File: config.mk
export PLATFORM = sky130hd
export DESIGN_NAME = cfg_loader
export DESIGN_NICKNAME = d
export VERILOG_FILES = /design/src/cfg_load_pkg.sv /design/src/pin_sync.sv /design/src/cfg_loader.sv
export SDC_FILE = /design/constraint.sdc
export NUM_CORES = 1
export LEC_CHECK = 0
export ABC_CLOCK_PERIOD_IN_PS = 2500
export BUFFER_PORTS_ARGS = -buffer_cell sky130_fd_sc_hd__buf_2
export CORE_MARGIN = 2
export CORE_UTILIZATION = 45
export CTS_BUF_LIST = sky130_fd_sc_hd__clkbuf_16
export CTS_CLUSTER_DIAMETER = 30
export DETAILED_ROUTE_END_ITERATION = 12
export SLEW_MARGIN = 20
export SYNTH_ARGS = -nofsm -noshare
export SYNTH_HDL_FRONTEND = slang
export SYNTH_SLANG_ARGS = --single-unit
File: constraint.sdc
create_clock -name sys_clk -period 2.5 [get_ports sys_clk]
set_input_delay 0.375 -clock sys_clk [delete_from_list [all_inputs] [get_ports sys_clk]]
set_output_delay 0.375 -clock sys_clk [all_outputs]
set_load 0.02 [all_outputs]
File: src/cfg_load_pkg.sv
package cfg_load_pkg;
  localparam int CLK_PERIOD_NS = 10;
  localparam int CF2CD_MAX_NS = 600;
  localparam int CF2CD_CYC = CF2CD_MAX_NS / CLK_PERIOD_NS;
  localparam int STATUS_MIN_US = 268;
  localparam int STATUS_MIN_CYC = (STATUS_MIN_US * 1000 + CLK_PERIOD_NS - 1) / CLK_PERIOD_NS;
  localparam int STATUS_MAX_US = 1506;
  localparam int STATUS_MAX_CYC = (STATUS_MAX_US * 1000) / CLK_PERIOD_NS;
  localparam int UM_MIN_US = 175;
  localparam int UM_MIN_CYC = (UM_MIN_US * 1000 + CLK_PERIOD_NS - 1) / CLK_PERIOD_NS;
  localparam int UM_MAX_US = 437;
  localparam int UM_MAX_CYC = (UM_MAX_US * 1000) / CLK_PERIOD_NS;
  localparam int INIT_CYCLES = 8576;
  localparam int CFG_CLK_MIN_PERIOD_NS = 8;
  localparam int USR_EN_PERIODS = 4;
  localparam int USR_EN_CYC = (USR_EN_PERIODS * CFG_CLK_MIN_PERIOD_NS + CLK_PERIOD_NS - 1) / CLK_PERIOD_NS;
  localparam int OSC_DIV = 4;
  localparam int AS_HALF = 4;
  localparam int WORD_W = 16;
  localparam int NIB_W = 4;
  localparam int TMR_W = 18;
  localparam int INIT_W = 14;
  localparam int WCNT_W = 16;
  localparam int RATIO_W = 3;
  localparam logic [7:0] AS_READ_CMD = 8'h0b;
  localparam logic [3:0] AS_CMD_BITS = 4'h8;
  localparam logic [1:0] AS_LAST_NIB = 2'h3;

  typedef enum logic [1:0] {
    SRC_OSC = 2'b00,
    SRC_CFG = 2'b01,
    SRC_USER = 2'b10
  } init_src_e;

  typedef enum logic [2:0] {
    ST_CLEAR = 3'b000,
    ST_WAIT_LINE = 3'b001,
    ST_LOAD = 3'b010,
    ST_DRAIN = 3'b011,
    ST_USR_WAIT = 3'b100,
    ST_INIT = 3'b101,
    ST_USER = 3'b110
  } load_state_e;

  typedef struct packed {
    logic active_serial;
    logic wide;
    logic encrypt;
    logic compress;
    init_src_e init_src;
  } load_opts_s;

  typedef struct packed {
    logic valid;
    logic [WORD_W-1:0] data;
  } word_s;

  function automatic logic [RATIO_W-1:0] ratio_of(input load_opts_s o);
    if (o.active_serial) begin
      ratio_of = 3'h1;
    end else if (o.wide) begin
      ratio_of = o.compress ? 3'h4 : (o.encrypt ? 3'h2 : 3'h1);
    end else begin
      ratio_of = o.compress ? 3'h2 : 3'h1;
    end
  endfunction
endpackage

File: src/pin_sync.sv
module pin_sync #(
  parameter int W = 1
) (
  input wire logic sys_clk,
  input wire logic reset,
  input wire logic clk_en,
  input wire logic [W-1:0] d,
  output logic [W-1:0] q
);
  logic [W-1:0] s1_q;
  logic [W-1:0] s2_q;

  always_ff @(posedge sys_clk) begin
    if (reset) begin
      s1_q <= '0;
      s2_q <= '0;
    end else if (clk_en) begin
      s1_q <= d;
      s2_q <= s1_q;
    end
  end

  assign q = s2_q;
endmodule

File: src/cfg_loader.sv
module cfg_loader #(
  parameter int STATUS_MIN_CYC = cfg_load_pkg::STATUS_MIN_CYC,
  parameter int INIT_CYCLES = cfg_load_pkg::INIT_CYCLES,
  parameter int WORDS_TO_LOAD = 16
) (
  input wire logic sys_clk,
  input wire logic reset,
  input wire logic clk_en,
  input wire logic reconfig_request_n,
  input wire logic cfg_clock,
  input wire logic [cfg_load_pkg::WORD_W-1:0] cfg_data,
  input wire logic user_init_clock,
  input wire logic [cfg_load_pkg::NIB_W-1:0] serial_flash_io,
  input wire logic cfg_error_flag_n_i,
  output logic cfg_error_flag_n_o,
  output logic cfg_error_flag_n_oe,
  input wire cfg_load_pkg::load_opts_s load_opts,
  output logic load_complete,
  output logic user_mode,
  output cfg_load_pkg::word_s load_word,
  output logic flash_sclk,
  output logic serial_flash_cmd_out
);
  localparam int SYNC_W = 4 + cfg_load_pkg::NIB_W + cfg_load_pkg::WORD_W;
  localparam int TW = cfg_load_pkg::TMR_W;

  cfg_load_pkg::load_state_e state_q, state_d;
  cfg_load_pkg::load_opts_s opts_q;
  cfg_load_pkg::word_s word_q;
  logic [SYNC_W-1:0] sync_q;
  logic req_s, cclk_s, uclk_s, line_s;
  logic [cfg_load_pkg::NIB_W-1:0] io_s;
  logic [cfg_load_pkg::WORD_W-1:0] data_s;
  logic req_d_q, cclk_d_q, uclk_d_q;
  logic req_fall, cfg_rise, usr_rise;
  logic [TW-1:0] tmr_q;
  logic [cfg_load_pkg::RATIO_W-1:0] ratio_q, skip_q;
  logic [cfg_load_pkg::WCNT_W-1:0] word_cnt_q;
  logic [cfg_load_pkg::INIT_W-1:0] init_cnt_q;
  logic [1:0] osc_q, nib_q;
  logic osc_tick, init_tick;
  logic [2:0] div_q;
  logic sclk_q, cmd_out_q, as_run, as_fall, word_take;
  logic [7:0] cmd_q;
  logic [3:0] cmd_left_q;
  logic [11:0] as_cap_q;
  logic oe_q, done_q, user_q;

  pin_sync #(.W(SYNC_W)) u_sync (
    .sys_clk(sys_clk),
    .reset(reset),
    .clk_en(clk_en),
    .d({reconfig_request_n, cfg_clock, user_init_clock, cfg_error_flag_n_i, serial_flash_io, cfg_data}),
    .q(sync_q)
  );
  assign {req_s, cclk_s, uclk_s, line_s, io_s, data_s} = sync_q;

  always_ff @(posedge sys_clk) begin
    if (reset) begin
      // matches the synchroniser's reset level so no false request edge follows reset
      req_d_q <= 1'b0;
      cclk_d_q <= 1'b0;
      uclk_d_q <= 1'b0;
      osc_q <= 2'h0;
    end else if (clk_en) begin
      req_d_q <= req_s;
      cclk_d_q <= cclk_s;
      uclk_d_q <= uclk_s;
      osc_q <= osc_tick ? 2'h0 : 2'(osc_q + 1'b1);
    end
  end
  assign req_fall = req_d_q & ~req_s;
  assign cfg_rise = cclk_s & ~cclk_d_q;
  assign usr_rise = uclk_s & ~uclk_d_q;
  assign osc_tick = (osc_q == 2'(cfg_load_pkg::OSC_DIV - 1));

  always_comb begin
    case (opts_q.init_src)
      cfg_load_pkg::SRC_CFG: init_tick = cfg_rise;
      cfg_load_pkg::SRC_USER: init_tick = usr_rise;
      default: init_tick = osc_tick;
    endcase
  end

  // serial word: three held nibbles plus the one on the current falling edge
  assign word_take = (state_q == cfg_load_pkg::ST_LOAD) &&
    (opts_q.active_serial ? (as_fall && cmd_left_q == 4'h0 && nib_q == cfg_load_pkg::AS_LAST_NIB)
                          : (cfg_rise && skip_q == '0));

  always_comb begin
    state_d = state_q;
    case (state_q)
      cfg_load_pkg::ST_CLEAR: begin
        if (req_s && tmr_q >= TW'(STATUS_MIN_CYC - 1)) state_d = cfg_load_pkg::ST_WAIT_LINE;
      end
      cfg_load_pkg::ST_WAIT_LINE: begin
        // an outside party holding the line low delays the load
        if (line_s) state_d = cfg_load_pkg::ST_LOAD;
      end
      cfg_load_pkg::ST_LOAD: begin
        if (word_take && word_cnt_q == cfg_load_pkg::WCNT_W'(WORDS_TO_LOAD - 1)) state_d = cfg_load_pkg::ST_DRAIN;
      end
      cfg_load_pkg::ST_DRAIN: begin
        if (skip_q == '0) begin
          state_d = (opts_q.init_src == cfg_load_pkg::SRC_USER) ? cfg_load_pkg::ST_USR_WAIT : cfg_load_pkg::ST_INIT;
        end
      end
      cfg_load_pkg::ST_USR_WAIT: begin
        if (tmr_q == TW'(cfg_load_pkg::USR_EN_CYC - 1)) state_d = cfg_load_pkg::ST_INIT;
      end
      cfg_load_pkg::ST_INIT: begin
        if (init_tick && init_cnt_q == cfg_load_pkg::INIT_W'(INIT_CYCLES - 1)) state_d = cfg_load_pkg::ST_USER;
      end
      default: state_d = state_q;
    endcase
    if (req_fall) state_d = cfg_load_pkg::ST_CLEAR;
  end

  always_ff @(posedge sys_clk) begin
    if (reset) begin
      state_q <= cfg_load_pkg::ST_CLEAR;
      tmr_q <= '0;
    end else if (clk_en) begin
      state_q <= state_d;
      if (req_fall || state_d != state_q) tmr_q <= '0;
      else if (tmr_q != '1) tmr_q <= TW'(tmr_q + 1'b1);
    end
  end

  always_ff @(posedge sys_clk) begin
    if (reset) begin
      opts_q <= '0;
      ratio_q <= 3'h1;
    end else if (clk_en && state_q == cfg_load_pkg::ST_WAIT_LINE && state_d == cfg_load_pkg::ST_LOAD) begin
      opts_q <= load_opts;
      ratio_q <= cfg_load_pkg::ratio_of(load_opts);
    end
  end

  always_ff @(posedge sys_clk) begin
    if (reset) begin
      word_q <= '0;
      word_cnt_q <= '0;
      skip_q <= '0;
    end else if (clk_en) begin
      word_q.valid <= word_take;
      if (word_take) begin
        // parallel data is only stable long enough because the host holds it
        word_q.data <= opts_q.active_serial ? {as_cap_q, io_s} : data_s;
      end
      if (state_q != cfg_load_pkg::ST_LOAD && state_q != cfg_load_pkg::ST_DRAIN) begin
        word_cnt_q <= '0;
        skip_q <= '0;
      end else if (word_take) begin
        word_cnt_q <= word_cnt_q + 1'b1;
        skip_q <= ratio_q - 1'b1;
      end else if (cfg_rise && skip_q != '0 && !opts_q.active_serial) begin
        skip_q <= skip_q - 1'b1;
      end
    end
  end

  always_ff @(posedge sys_clk) begin
    if (reset) begin
      init_cnt_q <= '0;
    end else if (clk_en) begin
      if (state_q != cfg_load_pkg::ST_INIT) init_cnt_q <= '0;
      else if (init_tick) init_cnt_q <= init_cnt_q + 1'b1;
    end
  end

  // flash clock from a divider; both launch and capture happen as it falls
  assign as_run = (state_q == cfg_load_pkg::ST_LOAD) && opts_q.active_serial;
  assign as_fall = as_run && sclk_q && (div_q == 3'(cfg_load_pkg::AS_HALF - 1));

  always_ff @(posedge sys_clk) begin
    if (reset) begin
      div_q <= 3'h0;
      sclk_q <= 1'b0;
      cmd_q <= cfg_load_pkg::AS_READ_CMD;
      cmd_left_q <= cfg_load_pkg::AS_CMD_BITS;
      cmd_out_q <= 1'b0;
      as_cap_q <= '0;
      nib_q <= 2'h0;
    end else if (clk_en) begin
      if (!as_run) begin
        div_q <= 3'h0;
        sclk_q <= 1'b0;
        cmd_q <= cfg_load_pkg::AS_READ_CMD;
        cmd_left_q <= cfg_load_pkg::AS_CMD_BITS;
        nib_q <= 2'h0;
      end else begin
        if (div_q == 3'(cfg_load_pkg::AS_HALF - 1)) begin
          div_q <= 3'h0;
          sclk_q <= ~sclk_q;
        end else begin
          div_q <= div_q + 1'b1;
        end
        if (as_fall && cmd_left_q != 4'h0) begin
          cmd_out_q <= cmd_q[7];
          cmd_q <= {cmd_q[6:0], 1'b0};
          cmd_left_q <= cmd_left_q - 1'b1;
        end else if (as_fall) begin
          as_cap_q <= {as_cap_q[7:0], io_s};
          nib_q <= nib_q + 1'b1;
        end
      end
    end
  end

  always_ff @(posedge sys_clk) begin
    if (reset) begin
      oe_q <= 1'b1;
      done_q <= 1'b0;
      user_q <= 1'b0;
    end else if (clk_en) begin
      oe_q <= (state_d == cfg_load_pkg::ST_CLEAR);
      done_q <= (state_d == cfg_load_pkg::ST_USR_WAIT) || (state_d == cfg_load_pkg::ST_INIT) ||
                (state_d == cfg_load_pkg::ST_USER);
      user_q <= (state_d == cfg_load_pkg::ST_USER);
    end
  end

  assign cfg_error_flag_n_o = 1'b0;
  assign cfg_error_flag_n_oe = oe_q;
  assign load_complete = done_q;
  assign user_mode = user_q;
  assign load_word = word_q;
  assign flash_sclk = sclk_q;
  assign serial_flash_cmd_out = cmd_out_q;

  // checking helpers
  logic [TW-1:0] hold_cnt_q, rel_cnt_q, cd_cnt_q;
  logic [cfg_load_pkg::INIT_W:0] tick_cnt_q;
  logic [cfg_load_pkg::RATIO_W-1:0] gap_q;
  always_ff @(posedge sys_clk) begin
    if (reset) begin
      hold_cnt_q <= '0;
      rel_cnt_q <= '0;
      cd_cnt_q <= '0;
      tick_cnt_q <= '0;
      gap_q <= '0;
    end else if (clk_en) begin
      hold_cnt_q <= oe_q ? TW'(hold_cnt_q + 1'b1) : '0;
      rel_cnt_q <= (oe_q && req_s) ? TW'(rel_cnt_q + 1'b1) : '0;
      cd_cnt_q <= (done_q && !user_q) ? TW'(cd_cnt_q + 1'b1) : '0;
      if (state_q != cfg_load_pkg::ST_INIT && state_q != cfg_load_pkg::ST_USER) tick_cnt_q <= '0;
      else if (state_q == cfg_load_pkg::ST_INIT && init_tick) tick_cnt_q <= tick_cnt_q + 1'b1;
      if (state_q != cfg_load_pkg::ST_LOAD || word_take) gap_q <= '0;
      else if (cfg_rise && !opts_q.active_serial) gap_q <= gap_q + 1'b1;
    end
  end

  localparam int DONE_LIM = cfg_load_pkg::CF2CD_CYC;
endmodule

======== Word level (Yosys, flattened, before mapping) ========
Index checks and enable logic that the tools add are counted.
storage, ports and cells
  flip-flop bits (word level) ............. 164
  input port bits ......................... 33
  output and inout bits ................... 23
operators by class
  add/subtract/negate cells ............... 9
  order comparisons ....................... 1
  equal/unequal tests ..................... 26
  muxes and demuxes ....................... 38
  bitwise operators ....................... 8
  reduce and logical (&&, ||, !) cells .... 40
operators with widths
  cell                                                                 number
  2-to-1 mux 16 bit                                                    3
  2-to-1 mux 3 bit                                                     15
  2-to-1 mux 18 bit                                                    2
  2-to-1 mux 14 bit                                                    2
  adder 18 x 1 -> 18 bit, second input constant                        1
  == test 18 x 2 -> 1 bit, second input constant                       1
  greater-or-equal comparator 18 x 15 -> 1 bit, second input constant  1
  != test 18 bit, second input constant                                1
  case mux 3 bit (6 select lines)                                      1
  adder 16 x 1 -> 16 bit, second input constant                        1
  == test 16 x 4 -> 1 bit, second input constant                       1
  logical AND 1 bit                                                    16
  2-to-1 mux 8 bit                                                     2
  == test 3 bit, second input constant                                 5
  adder 14 x 1 -> 14 bit, second input constant                        1
  == test 14 bit, second input constant                                1
  AND reduction 2 bit                                                  7
  == test 3 x 2 -> 1 bit, second input constant                        4
  2-to-1 mux 2 bit                                                     6
  logical NOT 3 bit                                                    3
  2-to-1 mux 4 bit                                                     2
  == test 2 bit, second input constant                                 3
  != test 2 x 1 -> 1 bit, second input constant                        3
  != test 3 x 2 -> 1 bit, second input constant                        2
  other kinds (21)                                                     38

======== Logic depth before layout (Yosys ltp) ========
Gate-level depths: netlist of the first run.
  depth after elaboration ................. 16
  mapped depth ............................ 11
  gate-level depth less buffers ........... 11

======== Modules after synthesis ========
Synthesis of the first run repeated with hierarchy kept, for this count alone.
unflattened totals
  cells, all modules ...................... 836
  area total of the unflattened synthesis .. 7432.1 um2
modules (own cells, without submodules)
  module      times used  cells each  area each (um2)  seq. area each (um2)
  cfg_loader  1           681         5703.0           2322.2
  pin_sync    1           155         1729.2           960.9

======== Worst setup path after synthesis of the first run ========
OpenSTA, ideal clock, no wires.
  path type ............................... reg-to-reg
  from .................................... register opts_q[0] in the netlist's numbering
  to ...................................... register ratio_q[2] in the netlist's numbering
  setup time .............................. 0.070 ns
  data arrival time ....................... 2.117 ns
  data required time ...................... 2.430 ns
  setup slack ............................. 0.313 ns
  cell stages (with the launch flop) ...... 10
  cells stage by stage .................... dfxtp_1 -> inv_1 -> ha_1 -> nor4bb_1 -> a211o_2 -> nand4_1 -> a21boi_4 -> nand4b_4 -> or3_1 -> a21oi_1
between the ends
  word-level cells in the longest chain between the ends .. 8
ends and longest elaborated chain
  element                                                         RTL line                             text
  start: declaration                                              cfg_loader.sv:28                     cfg_load_pkg::load_opts_s opts_q;
  start signal: assignment                                        cfg_loader.sv:135                    opts_q <= load_opts;
  == test 2 bit / == test 2 x 1 -> 1 bit (equally long branches)  cfg_loader.sv:78, cfg_loader.sv:105
  case mux 1 bit (2 select lines)                                 cfg_loader.sv:78                     case (opts_q.init_src)
  logical AND 1 bit                                               cfg_loader.sv:112                    if (init_tick && init_cnt_q == cfg_load_pkg::INIT_W'(INIT_CYCLES - 1)) state_d = cfg_load_pkg::ST_USER;
  2-to-1 mux 3 bit                                                cfg_loader.sv:112
  case mux 3 bit (6 select lines) (*)                             cfg_loader.sv:92                     case (state_q)
  2-to-1 mux 3 bit (*)                                            cfg_loader.sv:116                    if (req_fall) state_d = cfg_load_pkg::ST_CLEAR;
  == test 3 x 2 -> 1 bit (*)                                      cfg_loader.sv:134                    end else if (clk_en && state_q == cfg_load_pkg::ST_WAIT_LINE && state_d == cfg_load_pkg::ST_LOAD) begin
  logical AND 1 bit (*)                                           cfg_loader.sv:134
  end signal: assignment                                          cfg_loader.sv:136                    ratio_q <= cfg_load_pkg::ratio_of(load_opts);
  end: declaration                                                cfg_loader.sv:37                     logic [cfg_load_pkg::RATIO_W-1:0] ratio_q, skip_q;
Every way passes the cells marked *; elsewhere a longest branch is shown, timed or not.
A chain may end at the register's enable or synchronous reset.

======== Worst setup path in the final report of the first run ========
  from .................................... register cmd_left_q[1]
  to ...................................... register oe_q, in the netlist cfg_error_flag_n_oe
between the ends
  word-level cells in the longest chain between the ends .. 10
ends and longest elaborated chain
  element                          RTL line           text
  start: declaration               cfg_loader.sv:45   logic [3:0] cmd_left_q;
  start signal: assignment         cfg_loader.sv:181  cmd_left_q <= cfg_load_pkg::AS_CMD_BITS;
  start signal: assignment         cfg_loader.sv:190  cmd_left_q <= cfg_load_pkg::AS_CMD_BITS;
  start signal: assignment         cfg_loader.sv:202  cmd_left_q <= cmd_left_q - 1'b1;
  logical NOT 4 bit                cfg_loader.sv:87   (opts_q.active_serial ? (as_fall && cmd_left_q == 4'h0 && nib_q == cfg_load_pkg::AS_LAST_NIB)
  logical AND 1 bit (2 in series)  cfg_loader.sv:87
  2-to-1 mux 1 bit                 cfg_loader.sv:87
  logical AND 1 bit                cfg_loader.sv:86   assign word_take = (state_q == cfg_load_pkg::ST_LOAD) &&
  logical AND 1 bit                cfg_loader.sv:101  if (word_take && word_cnt_q == cfg_load_pkg::WCNT_W'(WORDS_TO_LOAD - 1)) state_d = cfg_load_pkg::ST_DRAIN;
  2-to-1 mux 3 bit                 cfg_loader.sv:101
  case mux 3 bit (6 select lines)  cfg_loader.sv:92
  2-to-1 mux 3 bit                 cfg_loader.sv:116
  logical NOT 3 bit                cfg_loader.sv:217  oe_q <= (state_d == cfg_load_pkg::ST_CLEAR);
  end signal: assignment           cfg_loader.sv:217
  end: declaration                 cfg_loader.sv:47   logic oe_q, done_q, user_q;
Every way passes these cells.

==> results.json, run 1 <==
{
  "synth.avg_cell_area_um2": 9.11,
  "die_area_mm2": 0.0170,
  "io_pins": 56,
  "postSynth.topFlopCell": "sky130_fd_sc_hd__dfxtp_1",
  "leakage_nw": 3.35,
  "post_dp_cell_area_mm2": 0.00771,
  "post_layout_nonfiller_instances": 1068,
  "die_w_um": 130,
  "finalWirelength_mm": 15.7,
  "grt_max_degree": 82,
  "async_reset_ff_frac": 0,
  "most_common_cell_after_layout_fill_and_taps_aside": "sky130_fd_sc_hd__dfxtp_1",
  "die_extent_in_y_um": 130,
  "rows": 46,
  "worstSetupEndpointType": "flip-flop",
  "met2_usage": 0.307,
  "final_period_minus_worst_setup_slack_ns": 2.42,
  "postSynthCellCount": 788,
  "timing.critical_path.required_ns": 2.81,
  "finalClockSkew_ns": 0.00949,
  "rr_worst_depth": 10,
  "layout_worst_path_cycle_share": 0.969,
  "cts_root_buf": "sky130_fd_sc_hd__clkbuf_16",
  "vias": 5703,
  "ys_types": 69,
  "r2r_end": "cfg_error_flag_n_oe$_SDFFE_PP1P_",
  "global_route_wire_length_before_repair_mm": 25.9,
  "power_density_mw_per_mm2": 654,
  "syn2layout_area_growth_pct": 15.8,
  "postLayoutSetupSlackWorst_ns": 0.0779,
  "io_buffer_count": 54,
  "clk_path_buf_depth": 2,
  "antenna_cells": 0,
  "finish.net_count": 884,
  "avgRoutedWirePerCell_um": 14.7,
  "worstSetupEndpoint": "cfg_error_flag_n_oe$_SDFFE_PP1P_",
  "initialDrtViolationCount": 329,
  "number_of_antenna_violations_at_the_first_check_in_global_routing": 0,
  "detail_route.drc_violations": 0,
  "clkSinkCount": 164,
  "worst_setup_hold_path_clk_slew_ns": 0.07,
  "post_drt_via_cell_ratio": 5.34,
  "mappedNetlistNets": 831,
  "first_global_vias": 5332,
  "drt-pass1-iter-count": 5,
  "cts_h_tree_depth": 4,
  "slew_viol_final": 0,
  "dp.cells": 1035,
  "worstReg2RegStart": "cmd_left_q[1]$_SDFFE_PP0P_",
  "slew_headroom": 0.622,
  "rd_place_congestion": 0.850,
  "core_area_mm2": 0.0157,
  "cts.hold.buffers_added": 0,
  "syn-cell-area_mm2": 0.00718,
  "layout_common_cells": "sky130_fd_sc_hd__dfxtp_1, sky130_fd_sc_hd__nor2_1, sky130_fd_sc_hd__mux2i_1",
  "postRouteAntennaNets": 0,
  "place.detailed.hpwl_mm": 10.8,
  "grt.total_usage": 0.192,
  "setup_tns_final_ns": 0,
  "drive_gt1_frac": 0.146,
  "hold_viol_final": 0,
  "setup_viol": 0,
  "clk_latency_ns": 0.43,
  "final_cell_area_mm2": 0.00831,
  "fmax_ghz": 0.413,
  "grt_overflow_total": 0,
  "timing_worst_slew_pin_value_ns": 0.567,
  "critical_path.startpoint_type": "flip-flop",
  "worst_path_arrival_ns": 2.73,
  "tritoncts_clock_tree": "built",
  "tritoncts.num_buffers": 17,
  "irDropWorstVdd_v": 0.000468,
  "grt_busiest_layer": "met2",
  "synth.yosys.warnings": 0,
  "detailedPlace.worstSlack_ns": -0.0206,
  "setup.worst_path.start": "cmd_left_q[1]$_SDFFE_PP0P_",
  "synth_sequential_area_ratio": 0.457,
  "number_of_enable_flip_flop_cells_after_synthesis": 0,
  "setup.reg_to_reg.worst_slack_ns": 0.08,
  "synth.ff_latch_count": 164,
  "gr-usage-met1": 0.255,
  "crit_fanout": 4,
  "outcome": "finished, final reports clean",
  "starting_density_of_the_core": 0.457,
  "critical_path_class": "flip-flop to flip-flop",
  "drv.max_cap_violation_count": 0,
  "worstHoldPathType": "input pin to flip-flop",
  "met3_usage": 0.0414
}
## per-layer routing
metal | part of all wire | up-vias
li1 | - | 2859
met1 | 0.48 | 2714
met2 | 0.47 | 105
met3 | 0.036 | 25
met4 | 0.015 | 0
met5 | 0 | -
## worst min-delay path by stage
stage                                     start                            to  slack, ns  cells past startpoint
final                        serial_flash_io[2]  u_sync.s1_q[18]$_SDFFE_PP0P_       0.18                      3
after global routing                cfg_data[7]   u_sync.s1_q[7]$_SDFFE_PP0P_       0.18                      3
after CTS                    serial_flash_io[2]  u_sync.s1_q[18]$_SDFFE_PP0P_       0.17                      3
after detailed placement  cmd_q[0]$_SDFFE_PP1P_         cmd_q[0]$_SDFFE_PP1P_       0.44                      2
after global placement    cmd_q[0]$_SDFFE_PP1P_         cmd_q[0]$_SDFFE_PP1P_       0.43                      2
after floorplan           cmd_q[0]$_SDFFE_PP1P_         cmd_q[0]$_SDFFE_PP1P_       0.42                      2
## through the flow
step | power (W) | hold slack, ns | util
floorplan | 0.00290 | 0.423 | -
global placement | 0.00297 | 0.433 | 0.491
detailed placement | 0.00298 | 0.441 | 0.491
CTS | 0.00548 | 0.170 | 0.526
global route | 0.00563 | 0.180 | 0.529
finish | 0.00544 | 0.182 | 0.529
## flip-flops by register name, summed over array words and instances, names as in the netlist, 2 cells and up
| register | flops |
|---|---|
| u_sync.q | 24 |
| u_sync.s1_q | 24 |
| tmr_q | 18 |
| load_word | 17 |
| word_cnt_q | 16 |
| init_cnt_q | 14 |
| as_cap_q | 12 |
| cmd_q | 8 |
| cmd_left_q | 4 |
| div_q | 3 |
| opts_q | 3 |
| ratio_q | 3 |
| skip_q | 3 |
| state_q | 3 |
| nib_q | 2 |
| osc_q | 2 |
## cell type report
type,instances,area (µm²)
Inverter,13,48.8
Clock buffer,17,425
Tap cell,216,270
Sequential cell,164,3280
Clock inverter,13,135
Timing Repair Buffer,75,470
Fill cell,1444,7400
Multi-Input combinational cell,570,3680
## timing repair
item | in CTS | in global routing
resized for setup | 0 | 3
buffers inserted | 0 | 3
gates cloned | 0 | 0
pin swaps | 1 | 2
endpoints found under the setup margin | 1 | 4
## power by group
part | switching, W | leakage, nW | internal [W]
combinational | 0.000139 | 1.74 | 0.0000947
sequential | 0.0000284 | 1.33 | 0.00266
clock | 0.00106 | 0.276 | 0.00146
total | 0.00123 | 3.35 | 0.00421
## critical path, stage by stage (launching register included)
cell and delay (ns):
sky130_fd_sc_hd__dfxtp_1 0.33, sky130_fd_sc_hd__inv_1 0.08, sky130_fd_sc_hd__ha_1 0.18, sky130_fd_sc_hd__nor3b_4 0.26
sky130_fd_sc_hd__a32oi_4 0.18, sky130_fd_sc_hd__nor3_4 0.29, sky130_fd_sc_hd__buf_4 0.17, sky130_fd_sc_hd__nand4_1 0.19
sky130_fd_sc_hd__nand3_2 0.18, sky130_fd_sc_hd__o211ai_2 0.14, sky130_fd_sc_hd__a221o_1 0.31
## logic make-up after synthesis
kind of cell	after synthesis	synth area share
XOR/XNOR	37	0.0451
multiplexers	89	0.124
flip-flops	164	0.457
other	1	0.000522
AO/OA/AOI/OAI	102	0.0946
adder cells (fa/ha/maj)	10	0.0174
buffers and inverters	54	0.0331
AND/OR/NAND/NOR	331	0.228
## cells in the mapped netlist, types with 2 or more instances
cell type / number / area share
sky130_fd_sc_hd__dfxtp_1: 164 / 0.46
sky130_fd_sc_hd__nor2_1: 147 / 0.077
sky130_fd_sc_hd__mux2i_1: 88 / 0.12
sky130_fd_sc_hd__nand2_1: 53 / 0.028
sky130_fd_sc_hd__nand3_1: 35 / 0.024
sky130_fd_sc_hd__a21oi_1: 34 / 0.024
sky130_fd_sc_hd__xor2_1: 25 / 0.030
sky130_fd_sc_hd__clkbuf_1: 23 / 0.012
sky130_fd_sc_hd__o21ai_0: 19 / 0.013
sky130_fd_sc_hd__a211oi_1: 17 / 0.018
sky130_fd_sc_hd__and3_1: 15 / 0.013
sky130_fd_sc_hd__nor3_1: 14 / 0.0098
sky130_fd_sc_hd__buf_2: 13 / 0.0091
sky130_fd_sc_hd__inv_1: 13 / 0.0068
sky130_fd_sc_hd__xnor2_1: 12 / 0.015
sky130_fd_sc_hd__nand4_1: 11 / 0.0096
sky130_fd_sc_hd__ha_1: 10 / 0.017
sky130_fd_sc_hd__or3_1: 8 / 0.0070
sky130_fd_sc_hd__and2_1: 6 / 0.0052
sky130_fd_sc_hd__nor2b_1: 6 / 0.0052
sky130_fd_sc_hd__a31oi_1: 5 / 0.0044
sky130_fd_sc_hd__nor4_1: 5 / 0.0044
sky130_fd_sc_hd__a22oi_1: 3 / 0.0031
sky130_fd_sc_hd__nand2b_1: 3 / 0.0026
sky130_fd_sc_hd__nand3b_1: 3 / 0.0031
sky130_fd_sc_hd__nor3b_1: 3 / 0.0031
sky130_fd_sc_hd__o211ai_1: 3 / 0.0031
sky130_fd_sc_hd__a31o_2: 2 / 0.0024
sky130_fd_sc_hd__and4_1: 2 / 0.0024
sky130_fd_sc_hd__buf_1: 2 / 0.0010
sky130_fd_sc_hd__buf_6: 2 / 0.0031
sky130_fd_sc_hd__nor3_2: 2 / 0.0028
sky130_fd_sc_hd__nor4b_1: 2 / 0.0024
sky130_fd_sc_hd__nor4bb_1: 2 / 0.0028
sky130_fd_sc_hd__o31ai_1: 2 / 0.0021
(Power assumes the default switching activity.)
==> run 2: changes to the inputs <==
--- a/config.mk
+++ b/config.mk
@@ -10,7 +10,7 @@
 export CORE_MARGIN = 2
 export CORE_UTILIZATION = 45
 export CTS_BUF_LIST = sky130_fd_sc_hd__clkbuf_16
-export CTS_CLUSTER_DIAMETER = 30
+export CTS_CLUSTER_DIAMETER = 50
 export DETAILED_ROUTE_END_ITERATION = 12
 export SLEW_MARGIN = 20
 export SYNTH_ARGS = -nofsm -noshare
==> constraint.sdc (replaced) <==
create_clock -name sys_clk -period 2.5 [get_ports sys_clk]
set_input_delay 0.125 -clock sys_clk [delete_from_list [all_inputs] [get_ports sys_clk]]
set_output_delay 0.125 -clock sys_clk [all_outputs]
set_load 0.02 [all_outputs]
==> results.json, run 2 (synthesis results as in run 1) <==
{
  "initialDrtViolationCount": 241,
  "comb_power_share": 0.046,
  "worstHoldPathType": "input pin to flip-flop",
  "rsz_0062_raised_after_global_routing": "false",
  "finalWirelength_mm": 15.5,
  "finish.net_count": 915,
  "dp.cells": 1038,
  "final_period_minus_worst_setup_slack_ns": 2.35,
  "layout_worst_path_cycle_share": 0.941,
  "global_route_wire_length_before_repair_mm": 26.0,
  "grt_max_degree": 60,
  "tritoncts_clock_tree": "built",
  "timing_worst_slew_pin_value_ns": 0.580,
  "power.share.sequential": 0.475,
  "setup_tns_final_ns": 0,
  "layout_common_cells": "sky130_fd_sc_hd__dfxtp_1, sky130_fd_sc_hd__nor2_1, sky130_fd_sc_hd__mux2i_1",
  "io_buffer_count": 54,
  "number_of_antenna_violations_at_the_first_check_in_global_routing": 0,
  "tritoncts.num_buffers": 17,
  "place.detailed.hpwl_mm": 10.7,
  "die_extent_in_y_um": 130,
  "power_switching_w": 0.00128,
  "vias": 5722,
  "rd_place_congestion": 0.834,
  "detailedPlace.worstSlack_ns": 0.0401,
  "most_common_cell_after_layout_fill_and_taps_aside": "sky130_fd_sc_hd__dfxtp_1",
  "leakage_nw": 3.50,
  "drv.max_cap_violation_count": 0,
  "io_pins": 56,
  "irDropWorstVdd_v": 0.000509,
  "die_w_um": 130,
  "critical_path_class": "flip-flop to flip-flop",
  "worstSetupEndpointType": "flip-flop",
  "critical_path.startpoint_type": "flip-flop",
  "outcome": "finished, final reports clean",
  "drive_gt1_frac": 0.155,
  "post_dp_cell_area_mm2": 0.00771,
  "drt-pass1-iter-count": 5,
  "worst_setup_hold_path_clk_slew_ns": 0.06,
  "hold_viol_final": 0,
  "setup.reg_to_reg.worst_slack_ns": 0.15,
  "switching_power_as_a_share_of_total_power": 0.227,
  "core_area_mm2": 0.0157,
  "post_layout_nonfiller_instances": 1101,
  "cell_internal_pwr_w": 0.00437,
  "timing.critical_path.required_ns": 2.85,
  "antenna_cells": 0,
  "worst_path_arrival_ns": 2.71,
  "die_area_mm2": 0.0170,
  "grt_overflow_total": 0,
  "fmax_ghz": 0.425,
  "avgRoutedWirePerCell_um": 14.1,
  "clk_path_buf_depth": 2,
  "finalClockSkew_ns": 0.0113,
  "rows": 46,
  "starting_density_of_the_core": 0.457,
  "cts_h_tree_depth": 4,
  "detail_route.drc_violations": 0,
  "cts_root_buf": "sky130_fd_sc_hd__clkbuf_16",
  "setup_viol": 0,
  "clk_latency_ns": 0.43,
  "final_cell_area_mm2": 0.00865,
  "crit_fanout": 4,
  "clkPwrFrac": 0.479,
  "syn2layout_area_growth_pct": 20.5,
  "power_density_mw_per_mm2": 654,
  "clkSinkCount": 164,
  "postLayoutSetupSlackWorst_ns": 0.147,
  "first_global_vias": 5459,
  "grt.total_usage": 0.193,
  "slew_viol_final": 0,
  "postRouteAntennaNets": 0,
  "post_drt_via_cell_ratio": 5.20,
  "slew_headroom": 0.614
}
[run 2: cell count changes in the layout (fill, tap and decap cells not counted), moves of 2 or more]
| cell | change |
|---|---|
| sky130_fd_sc_hd__buf_12 | -2 |
| sky130_fd_sc_hd__buf_4 | +7 |
| sky130_fd_sc_hd__dlygate4sd3_1 | +26 |
| sky130_fd_sc_hd__inv_1 | -2 |
| sky130_fd_sc_hd__inv_8 | +3 |
[run 2: critical path: stages (launching register included)]
cell and delay (ns):
sky130_fd_sc_hd__dfxtp_1 0.36, sky130_fd_sc_hd__inv_1 0.05, sky130_fd_sc_hd__ha_1 0.32, sky130_fd_sc_hd__nor4bb_1 0.31, sky130_fd_sc_hd__a211o_2 0.20, sky130_fd_sc_hd__nand4_1 0.14, sky130_fd_sc_hd__a21boi_4 0.28, sky130_fd_sc_hd__nand4b_4 0.12
sky130_fd_sc_hd__or3_1 0.37, sky130_fd_sc_hd__a21oi_2 0.13
[run 2: routing by layer]
metal  up-vias  part of all wire  global-route usage
met3        16             0.029              0.0513
li1       2921                 -                   -
met1      2701              0.48               0.251
met4         0             0.016              0.0664
met2        84              0.48               0.311
met5         -                 0                   0
[run 2: path summary, 6_finish.rpt]
kind	start	to	cells past startpoint
worst max register to register	opts_q[0]$_SDFFE_PP0P_	ratio_q[2]$_SDFFE_PP0P_	9
worst max-delay path	opts_q[0]$_SDFFE_PP0P_	ratio_q[2]$_SDFFE_PP0P_	9
worst min register to register	serial_flash_cmd_out$_SDFFE_PP0P_	serial_flash_cmd_out$_SDFFE_PP0P_	2
worst min-delay path	load_opts[5]	opts_q[5]$_SDFFE_PP0P_	3
[run 2: stage by stage]
| stage | utilization | hold WS (ns) | power [W] |
|---|---|---|---|
| global placement | 0.490 | 0.359 | 0.00297 |
| finish | 0.550 | 0.0201 | 0.00566 |
| floorplan | - | 0.269 | 0.00290 |
| CTS | 0.546 | 0.00342 | 0.00574 |
| detailed placement | 0.490 | 0.367 | 0.00298 |
| global route | 0.550 | 0.0253 | 0.00588 |
[run 2: cell type report]
cell class                 instances  area, µm²
multi-input combinational        570       3690
timing repair buffer             106        743
sequential                       164       3280
tap                              216        270
clock buffer                      17        425
inverter                          13       48.8
fill                            1439       7060
clock inverter                    15        189
[run 2: timing repair]
| action | in CTS | in global routing |
|---|---|---|
| hold buffers | 26 | 0 |
| buffers inserted | 0 | 5 |
| gates resized for setup | 0 | 7 |
| setup endpoints to repair | 0 | 22 |
| hold endpoints to repair | 26 | 0 |
[run 2: power groups by stage]
stage,combinational [W],sequential [W],clock [W]
after floorplan,0.000166,0.00274,0
after global placement,0.000224,0.00274,0
after detailed placement,0.000230,0.00274,0
after CTS,0.000263,0.00269,0.00279
after global routing,0.000291,0.00269,0.00290
final,0.000263,0.00269,0.00271
